===== config.mk =====
export PLATFORM = sky130hd
export DESIGN_NAME = wdrc_top
export DESIGN_NICKNAME = d
export VERILOG_FILES = /design/src/core/wdrc_pkg.sv /design/src/core/wdrc_top.sv
export VERILOG_INCLUDE_DIRS = /design/src /design/src/core
export SDC_FILE = /design/constraint.sdc
export NUM_CORES = 1
export LEC_CHECK = 0
export ABC_AREA = 1
export BUFFER_PORTS_ARGS = -buffer_cell sky130_fd_sc_hd__clkbuf_2
export CAP_MARGIN = 20
export CORE_MARGIN = 4
export CORE_UTILIZATION = 46
export CTS_CLUSTER_DIAMETER = 120
export DETAILED_ROUTE_END_ITERATION = 10
export GPL_TIMING_DRIVEN = 0
export PLACE_DENSITY = 0.81
export SLEW_MARGIN = 20
export SYNTH_ARGS = -nofsm -noshare
export SYNTH_HDL_FRONTEND = slang
export SYNTH_SLANG_ARGS = --single-unit

===== constraint.sdc =====
create_clock -name pclk -period 3.1 [get_ports pclk]
set_input_delay 0.62 -clock pclk [delete_from_list [all_inputs] [get_ports pclk]]
set_output_delay 0.62 -clock pclk [all_outputs]
set_load 0.02 [all_outputs]

===== src/core/wdrc_regs.svh =====
// Purpose: register offsets, field positions, reset values and timing counts
// Assumes: apb with 32-bit data, one aligned word per register
// Notes:   printed offsets 0x13 is not a multiple of four, so indices are used
// How it works
// (RULE_01) unserviced counter reaching selected timeout raises a system reset
// (RULE_02) counter clocked by periodic tick, further divided by selected rate
// (RULE_03) writing zero to bit 0 of service location clears the counter
// (RULE_04) counter held cleared during reset or stop mode
// (RULE_05) rate bits accept only the first control write after reset
// (RULE_06) unwritten rate bits default to the one second setting
// (RULE_07) writing the rate bits clears the counter chain
// (RULE_08) bit set or clear is read-modify-write, locks rate if first write
// (RULE_09) rate 00,01,10,11 give 1,2,4,8 seconds at 32.768 kHz
// (RULE_10) illegal-stop flag set by disabled stop, cleared by por/ext/wdog
// (RULE_11) illegal-address flag set by that reset, cleared by por/ext/wdog
// (RULE_12) watchdog flag set by watchdog reset, cleared by por/ext/illaddr
// (RULE_13) watchdog resets only when build option enables it, no sw disable
// (RULE_14) wait mode keeps watchdog counting; software must wake and service
// (RULE_15) stop mode stops the oscillator, so watchdog stops counting
// (RULE_16) software should service the watchdog just before stop
// (RULE_17) software should write rate bits explicitly, even the default
`ifndef WDRC_REGS_SVH
`define WDRC_REGS_SVH

// register indices, byte address is four times the index
`define WDRC_IDX_SCS        16'h0013
`define WDRC_IDX_SERVICE    16'h1FF0
`define WDRC_IDX_IRQ_STAT   16'h1FF1
`define WDRC_IDX_IRQ_MASK   16'h1FF2
`define WDRC_ADDR_W         16

// system_control_status field positions
`define WDRC_RATE_LO        0
`define WDRC_RATE_HI        1
`define WDRC_ILL_ADDR       2
`define WDRC_WDOG_RST       3
`define WDRC_ILL_STOP       4
`define WDRC_OTHER_LO       5
`define WDRC_OTHER_HI       7

// interrupt status bits
`define WDRC_IRQ_TIMEOUT    0
`define WDRC_IRQ_SERVICE    1
`define WDRC_IRQ_W          2

// reset values
`define WDRC_RATE_RST       2'h0
`define WDRC_OTHER_RST      3'h0

// timing: one second at 32.768 kHz is 2^15 oscillator cycles; tick 2^7
`define WDRC_OSC_HZ         32768
`define WDRC_BASE_TICKS     256
`define WDRC_CNT_W          12

`endif


===== src/core/wdrc_pkg.sv =====
// Purpose: types of the watchdog with reset cause
// Assumes: constants come from wdrc_regs.svh
// Notes:   state is one packed struct
package wdrc_pkg;

  // cause of the reset being reported
  typedef enum logic [2:0] {
    WDRC_CAUSE_NONE  = 3'b000,
    WDRC_CAUSE_POR   = 3'b001,
    WDRC_CAUSE_EXT   = 3'b010,
    WDRC_CAUSE_ILLA  = 3'b011,
    WDRC_CAUSE_ILLS  = 3'b100,
    WDRC_CAUSE_WDOG  = 3'b101
  } wdrc_cause_t;

  // whole module state
  typedef struct packed {
    logic [11:0] count;
    logic [1:0]  rate;
    logic        rate_locked;
    logic        ill_stop;
    logic        ill_addr;
    logic        wdog_rst;
    logic [2:0]  other;
    logic [1:0]  irq_stat;
    logic [1:0]  irq_mask;
    logic        system_reset;
    logic        irq;
    logic        pready;
    logic [31:0] prdata;
    logic        pslverr;
  } wdrc_state_t;

endpackage : wdrc_pkg


===== src/core/wdrc_top.sv =====
// Purpose: watchdog with reset cause flags behind an apb slave
// Assumes: periodic_tick is a one-cycle pulse per periodic interrupt output
// Notes:   cause inputs are one-cycle pulses from the reset controller
//
// The implementer's own choice: the APB interface to the registers.
`timescale 1ns/1ps
`include "wdrc_regs.svh"

module wdrc_top
  import wdrc_pkg::*;
#(
  parameter int unsigned BASE_TICKS = `WDRC_BASE_TICKS,
  parameter bit          WDOG_ON    = 1'b1
)(
  input  wire logic        pclk,          // 50 mhz clock
  input  wire logic        presetn,       // async reset, active low
  input  wire logic        psel,          // apb select
  input  wire logic        penable,       // apb access phase
  input  wire logic        pwrite,        // apb direction
  input  wire logic [31:0] paddr,         // apb byte address
  input  wire logic [31:0] pwdata,        // apb write data
  input  wire logic [3:0]  pstrb,         // apb byte strobes
  output logic             pready,        // apb ready
  output logic [31:0]      prdata,        // apb read data
  output logic             pslverr,       // apb error on unmapped
  input  wire logic        periodic_tick, // periodic circuit tick
  input  wire logic        stop_mode,     // cpu in stop mode
  input  wire logic        cpu_in_reset,  // cpu held in reset
  input  wire logic        por_event,     // power-on reset seen
  input  wire logic        ext_event,     // external reset seen
  input  wire logic        ill_addr_event,// illegal address reset seen
  input  wire logic        ill_stop_event,// disabled stop executed
  output logic             system_reset,  // watchdog reset pulse
  output logic             irq            // level interrupt
);

  wdrc_state_t state;
  wdrc_state_t next_state;

  ////////////////////////////////////////////////////////////////////////////
  // decode of a word address to a register index
  function automatic logic hit(input logic [31:0] a,
                               input logic [15:0] idx);
    hit = (a[1:0] == 2'h0) && (a[31:2] == {14'h0, idx});
  endfunction : hit

  // timeout in periodic ticks: base times 1,2,4,8
  function automatic logic [11:0] limit(input logic [1:0] r);
    logic [11:0] base;
    base  = BASE_TICKS[11:0];
    limit = base << r; // RULE_09
  endfunction : limit

  ////////////////////////////////////////////////////////////////////////////
  // next state
  always_comb
  begin
    logic acc;
    logic wr;
    logic m_scs;
    logic m_svc;
    logic m_st;
    logic m_mk;
    logic clr_cnt;
    logic expire;
    logic serviced;
    logic [7:0] scs_rd;
    acc        = psel && penable;
    wr         = acc && pwrite;
    expire     = 1'b0;
    m_scs      = hit(paddr, `WDRC_IDX_SCS);
    m_svc      = hit(paddr, `WDRC_IDX_SERVICE);
    m_st       = hit(paddr, `WDRC_IDX_IRQ_STAT);
    m_mk       = hit(paddr, `WDRC_IDX_IRQ_MASK);
    next_state = state;
    scs_rd     = {state.other, state.ill_stop, state.wdog_rst,
                  state.ill_addr, state.rate};

    // service write: zero in bit 0
    serviced = wr && m_svc && pstrb[0] && !pwdata[0]; // RULE_03
    clr_cnt  = serviced;

    // first control write sets the rate, later ones leave it
    if (wr && m_scs && pstrb[0])
    begin
      next_state.other = pwdata[`WDRC_OTHER_HI:`WDRC_OTHER_LO];
      if (!state.rate_locked)
      begin
        next_state.rate        = pwdata[`WDRC_RATE_HI:`WDRC_RATE_LO]; // RULE_05
        next_state.rate_locked = 1'b1; // RULE_08
        clr_cnt                = 1'b1; // RULE_07
      end
    end

    // counter advances only on periodic ticks, held cleared in stop
    if (cpu_in_reset || stop_mode || clr_cnt)
      next_state.count = 12'h000; // RULE_04 RULE_15
    else if (periodic_tick) // RULE_02 RULE_14
    begin
      if (state.count + 12'h001 >= limit(state.rate))
      begin
        expire           = 1'b1; // RULE_01
        next_state.count = 12'h000;
      end
      else
        next_state.count = state.count + 12'h001;
    end

    // watchdog reset only when the build option allows
    next_state.system_reset = expire && WDOG_ON; // RULE_13

    // reset cause flags
    if (por_event || ext_event || next_state.system_reset)
    begin
      next_state.ill_stop = 1'b0; // RULE_10
      next_state.ill_addr = 1'b0; // RULE_11
    end
    if (por_event || ext_event || ill_addr_event)
      next_state.wdog_rst = 1'b0; // RULE_12
    if (ill_stop_event)
      next_state.ill_stop = 1'b1; // RULE_10
    if (ill_addr_event)
      next_state.ill_addr = 1'b1; // RULE_11
    if (next_state.system_reset)
      next_state.wdog_rst = 1'b1; // RULE_12

    // a reset returns the rate to default and unlocks it
    if (por_event || ext_event || ill_addr_event || next_state.system_reset)
    begin
      next_state.rate        = `WDRC_RATE_RST; // RULE_06
      next_state.rate_locked = 1'b0;
      next_state.other       = `WDRC_OTHER_RST;
    end

    // interrupt status: write one clears, a set wins
    if (wr && m_st && pstrb[0])
      next_state.irq_stat = state.irq_stat & ~pwdata[`WDRC_IRQ_W-1:0];
    if (wr && m_mk && pstrb[0])
      next_state.irq_mask = pwdata[`WDRC_IRQ_W-1:0];
    if (next_state.system_reset)
      next_state.irq_stat[`WDRC_IRQ_TIMEOUT] = 1'b1;
    if (serviced)
      next_state.irq_stat[`WDRC_IRQ_SERVICE] = 1'b1;
    next_state.irq = |(next_state.irq_stat & next_state.irq_mask);

    // apb answer: one wait-free access phase
    next_state.pready  = 1'b0;
    next_state.pslverr = 1'b0;
    next_state.prdata  = 32'h0000_0000;
    // answer launched at the end of setup, so ready, data and error
    // stand exactly in the access cycle and drop together after it
    if (psel && !penable)
    begin
      next_state.pready  = 1'b1;
      next_state.pslverr = !(m_scs || m_svc || m_st || m_mk);
      if (!pwrite && m_scs)
        next_state.prdata = {24'h00_0000, scs_rd};
      else if (!pwrite && m_st)
        next_state.prdata = {30'h0, state.irq_stat};
      else if (!pwrite && m_mk)
        next_state.prdata = {30'h0, state.irq_mask};
    end
  end

  ////////////////////////////////////////////////////////////////////////////
  // state register
  always_ff @(posedge pclk or negedge presetn)
  begin
    if (!presetn)
      state <= '0;
    else
      state <= next_state;
  end

  // outputs straight from flip-flops
  assign pready       = state.pready;
  assign prdata       = state.prdata;
  assign pslverr      = state.pslverr;
  assign system_reset = state.system_reset;
  assign irq          = state.irq;

endmodule : wdrc_top


======== After elaboration in Yosys (flattened, before gate mapping) ========
Index checks and enable logic that the tools add are counted.
operators by class
  reduce and logical (&&, ||, !) cells .... 40
  eq/ne operators ......................... 5
  shift-type cells ........................ 1
  $add $sub $neg .......................... 1
  multiplexer cells ....................... 26
  bitwise gates (word level) .............. 3
  $lt $le $gt $ge ......................... 1
operator list
  operator                                                            count
  30-bit by 13-bit == test with 1-bit output, second input constant   3
  12-bit 2-to-1 mux                                                   3
  34-bit 2-to-1 mux                                                   1
  30-bit by 5-bit == test with 1-bit output, second input constant    1
  1-bit logical AND                                                   19
  3-bit 2-to-1 mux                                                    5
  12-bit by 1-bit adder with 12-bit output, second input constant     1
  12-bit >= comparator                                                1
  9-bit by 2-bit << shifter with 12-bit output, first input constant  1
  1-bit 2-to-1 mux                                                    11
  2-bit 2-to-1 mux                                                    5
  2-bit nonzero test                                                  5
  1-bit logical OR                                                    9
  8-bit 2-to-1 mux                                                    1
  2-bit AND                                                           2
  1-bit logical NOT                                                   4
  2-bit logical NOT                                                   1
  2-bit by 1-bit != test with 1-bit output, second input constant     1
  2-bit inverter                                                      1
  2-bit AND reduction                                                 1
  2-bit OR reduction                                                  1
word-level totals
  register bits ........................... 61
  output and inout port bits .............. 36

======== Longest topological paths before layout ========
  depth after elaboration ................. 12
  mapped depth ............................ 17
  mapped depth without buffers ............ 16

======== Least setup slack after synthesis ========
OpenSTA, ideal clock, no wires.
  path type ............................... register -> register
  start point ............................. register state[51] (netlist bit)
  end point ............................... register state, in the netlist irq
  cell stages (with the launch flop) ...... 18
  slack ................................... 0.703 ns
  data arrival time ....................... 2.280 ns
  data required time ...................... 2.984 ns
  path through ............................ dfrtp_1 nand3_1 nor2_1 nand3_1 nor2_1 nand3_1 xor2_1 inv_1 ha_1 a21oi_1 inv_1 a31oi_1 nor2_1 nand3_1 buf_6 nand2_2 nand2_1 nand2_1
RTL lines
  what                    line             text
  start, declared         wdrc_top.sv:37   wdrc_state_t state;
  start signal, assigned  wdrc_top.sv:172  state <= next_state;

======== Final worst setup path ========
  start point ............................. register state[51] (netlist bit)
  end point ............................... register state[48] (netlist bit)
between the ends
  longest elaborated chain between the ends .. 8
RTL lines
  what                                                                                             line             text
  12-bit by 1-bit adder with 12-bit output (*)                                                     wdrc_top.sv:100  if (state.count + 12'h001 >= limit(state.rate))
  12-bit >= comparator (*)                                                                         wdrc_top.sv:100
  1-bit 2-to-1 mux (*)                                                                             wdrc_top.sv:100
  1-bit 2-to-1 mux (*)                                                                             wdrc_top.sv:98   else if (periodic_tick)
  1-bit 2-to-1 mux (*)                                                                             wdrc_top.sv:96   if (cpu_in_reset || stop_mode || clr_cnt)
  1-bit logical OR (*)                                                                             wdrc_top.sv:128  if (por_event || ext_event || ill_addr_event || next_state.system_reset)
  2-bit by 1-bit != test with 1-bit output (no line) / 2-bit nonzero test (equally long branches)  --
  2-bit AND reduction (no line)                                                                    --
Every way passes the cells marked *; elsewhere a longest branch is shown, timed or not.
A chain may end at the register's enable or synchronous reset.

==> qor.log <==
qor: status.status finished clean
qor: logic_synthesis.synth-edff-count 0
qor: global_route.grt_start_max_net_pins 38
qor: logic_synthesis.seq_area_frac_synth 41.2%
qor: pwr.power.share.clock 34.6%
qor: route.route.final.wire_length 4.71 mm
qor: timing.skew 0.00326 ns
qor: logic_synthesis.syn-cell-area 2250 um2
qor: global_route.grt_pass1_wl 7.97 mm
qor: floorplanning.die_span_y 77.9 um
qor: logic_synthesis.post_synth.cell_area_avg 7.59 um2
qor: floorplanning.floorplan.die_area 6070 um2
qor: logic_synthesis.synth_top_cell_by_area sky130_fd_sc_hd__dfrtp_1
qor: global_route.grt_antenna_before_repair 0
qor: pwr.power_share_of_the_sequential_group 51.6%
qor: logic_synthesis.post-synth-top-area-fraction 41.2%
qor: cts.cts_tree yes
qor: cells_and_area.final_net_count 472
qor: cts.cts_htree_levels 2
qor: logic_synthesis.syn-instance-count 296
qor: timing.clock.fmax 0.359 GHz
qor: timing.period_share 89.8%
qor: route.route.detailed.drc 0
qor: timing.final_hold_viol_count 0
qor: logic_synthesis.dominantRegCellSynth sky130_fd_sc_hd__dfrtp_1
qor: cts.clk_latency 0.29 ns
qor: pwr.combinationalPowerShare 13.8%
qor: placed_design.routabilityCongestion 0.866
qor: pwr.power.switching 253 uW
qor: timing.tns 0 ns
qor: route.final_antenna_net_count 0
qor: hold_path.min_path_type in2async
qor: pwr.total_leakage_power 1.63 nW
qor: global_route.overflow 0
qor: global_route.global_route.usage.total 16.2%
qor: route.post_drt_via_cell_ratio 4.44
qor: global_route.grt_pass1_vias 1,956
qor: floorplanning.die_w 77.9 um
qor: route.routedWlPerCell 10.3 um
qor: floorplanning.io-pin-count 116
qor: timing.tightestPinTransition 0.913 ns
qor: logic_synthesis.yosysMostFrequentCell sky130_fd_sc_hd__nand2_1
qor: cts.cts_setup_buffers 0
qor: cells_and_area.post_route_cells_drive_above_1_share 30.4%
qor: timing.drv_slew 0
qor: pwr.swShare 26.6%
qor: floorplanning.core.rowCount 25
qor: logic_synthesis.yosys.cell_types.count 28
qor: placed_design.dpl.hpwl 3.80 mm
qor: cells_and_area.num_antenna_cells 0
qor: timing.layout_min_cycle_time 2.78 ns
qor: logic_synthesis.synth_async_reset_ratio 100%
qor: cts.cts.path.max_buffers 2
qor: worst_setup_path.path_max_fanout 6
qor: timing.post-route-worst-setup-slack 0.316 ns
qor: pwr.report.power.total 949 uW
qor: cts.cts_made_buffers 5
qor: cts.ctsRootBufferMaster sky130_fd_sc_hd__clkbuf_8
qor: route.drt-pass1-iter-count 5
qor: route.dr_total_vias 2,019
qor: route.first_iter_violations 71
qor: worst_setup_path.worstSetupStartpointType flop
qor: cells_and_area.syn2layout_area_growth 25.3%
qor: timing.number_of_setup_violations_in_the_final_report 0
qor: cells_and_area.fillerInstances 456
qor: worst_setup_path.start_to_end_type_of_the_worst_setup_path reg2reg
qor: logic_synthesis.synth.cells.most_frequent sky130_fd_sc_hd__nand2_1, sky130_fd_sc_hd__nor2_1, sky130_fd_sc_hd__dfrtp_1
qor: timing.fin_worst_hold_slack 0.450 ns
qor: run.cap_violations 0
qor: worst_setup_path.critical_path_required 3.31 ns
qor: floorplanning.core_region_area 4720 um2
qor: pwr.intPower 696 uW
qor: logic_synthesis.yosys_warning_total 0
qor: pwr.vdd_drop_max 156 uV
qor: worst_setup_path.arrival 2.99 ns
qor: logic_synthesis.synth_area_leaders sky130_fd_sc_hd__dfrtp_1, sky130_fd_sc_hd__nand2_1, sky130_fd_sc_hd__buf_4
qor: worst_setup_path.critical_path.endpoint_type flop
qor: timing.grt_setup_unrepaired no
qor: timing.slew_headroom 39.1%
qor: cts.clock-sinks 37
qor: placed_design.placement.io_buffers 61
qor: floorplanning.starting_density 47.6%
qor: logic_synthesis.synth-seq-cells 37
qor: cts.cts.reportedPaths.clkPinSlew 0.08 ns
qor: placed_design.place_ws 0.295 ns
qor: pwr.power_density 337 nW/um2
[critical path: stages, from the launching register on]
cell and delay, ns:
sky130_fd_sc_hd__dfrtp_1 0.42, sky130_fd_sc_hd__nand3_1 0.11, sky130_fd_sc_hd__nor2_1 0.17, sky130_fd_sc_hd__nand3_1 0.11, sky130_fd_sc_hd__nor2_1 0.15, sky130_fd_sc_hd__nand3_1 0.10
sky130_fd_sc_hd__xor2_1 0.14, sky130_fd_sc_hd__inv_1 0.07, sky130_fd_sc_hd__ha_1 0.32, sky130_fd_sc_hd__a21oi_1 0.15, sky130_fd_sc_hd__inv_1 0.06, sky130_fd_sc_hd__a31oi_2 0.22
sky130_fd_sc_hd__nor2_1 0.16, sky130_fd_sc_hd__nand3_1 0.16, sky130_fd_sc_hd__nand2_1 0.16, sky130_fd_sc_hd__a21oi_1 0.20
[sequential cells by signal (all words and copies together) (netlist names)]
| signal | count |
|---|---|
| prdata | 8 |
| state | 25 |
| pslverr | 1 |
| irq | 1 |
| system_reset | 1 |
| pready | 1 |
[per-layer routing]
layer	vias to the layer above	GRT usage (%)	share of wire, %
li1	1053	-	-
met1	897	18.1	41
met2	58	29.8	52
met3	11	3.25	5.0
met4	0	6.29	2.1
met5	-	0	0
[through the flow]
| stage | area, um2 | std cells | utilization, % |
|---|---|---|---|
| after CTS | 2810 | 455 | 59.5 |
| after floorplan | 2330 | 319 | - |
| final | 2820 | 455 | 59.6 |
| after global placement | 2720 | 447 | 57.6 |
| after global routing | 2820 | 455 | 59.6 |
| after detailed placement | 2720 | 447 | 57.6 |
[final cells by class]
| type | count | area [um2] | share of cell area [%] |
|---|---|---|---|
| inverters | 32 | 121 | 4.31 |
| clock buffers | 5 | 68.8 | 2.44 |
| multi-input cells | 217 | 1040 | 37.0 |
| flip-flops and latches | 37 | 926 | 32.9 |
| repair buffers | 61 | 305 | 10.8 |
| plain buffers | 33 | 251 | 8.93 |
| well taps | 67 | 83.8 | 2.98 |
| clock inverters | 3 | 17.5 | 0.622 |
[worst paths after layout]
kind / end / cells after the start / slack [ns] / startpoint
max: state[48] / 15 / 0.32 / state[51]
min: prdata[1] / 1 / 0.45 / presetn
max reg2reg: state[48] / 15 / 0.32 / state[51]
min reg2reg: state[38] / 2 / 0.50 / state[38]
max in group asynchronous: prdata[5] / 1 / 2.08 / presetn
min in group pclk: state[38] / 2 / 0.50 / state[38]
[cell families (layout without fill, tap and decap cells)]
logic type / after synthesis / count (layout) / synth area share [%]
and+or+nand+nor: 163 / 163 / 31.6
DFF: 37 / 37 / 41.2
adders and majority gates: 5 / 5 / 2.78
AOI/OAI and AO/OA: 15 / 15 / 3.79
xor gates and xnor gates: 10 / 10 / 3.90
other: 1 / 24 / 0.167
buffers and inverters: 65 / 134 / 16.6
[power by group through the flow]
stage | clock network (mW) | logic, mW | registers (mW)
3_5_place_dp | 0 | 0.131 | 0.499
3_3_place_gp | 0 | 0.128 | 0.499
6_report | 0.329 | 0.131 | 0.489
4_1_cts | 0.333 | 0.131 | 0.489
5_1_grt | 0.356 | 0.147 | 0.490
2_1_floorplan | 0 | 0.0761 | 0.501
[what timing repair did]
action / 4_1_cts / 5_1_grt
hold buffers: 0 / 0
resized for setup: 0 / 1
setup endpoints to repair: 0 / 6
[layout by cell type, fill, tap and decap left out, types with 2 or more instances in the layout]
master,count
sky130_fd_sc_hd__a21oi_1,7
sky130_fd_sc_hd__buf_4,32
sky130_fd_sc_hd__clkbuf_2,61
sky130_fd_sc_hd__clkbuf_8,5
sky130_fd_sc_hd__clkinv_2,3
sky130_fd_sc_hd__conb_1,24
sky130_fd_sc_hd__dfrtp_1,37
sky130_fd_sc_hd__ha_1,5
sky130_fd_sc_hd__inv_1,31
sky130_fd_sc_hd__nand2_1,79
sky130_fd_sc_hd__nand2_2,5
sky130_fd_sc_hd__nand3_1,10
sky130_fd_sc_hd__nand4_1,9
sky130_fd_sc_hd__nor2_1,42
sky130_fd_sc_hd__nor2_2,4
sky130_fd_sc_hd__nor3_1,9
sky130_fd_sc_hd__o21ai_0,2
sky130_fd_sc_hd__o21ai_1,2
sky130_fd_sc_hd__xnor2_1,2
sky130_fd_sc_hd__xor2_1,8
No activity file was read; power rests on OpenSTA's default activity.
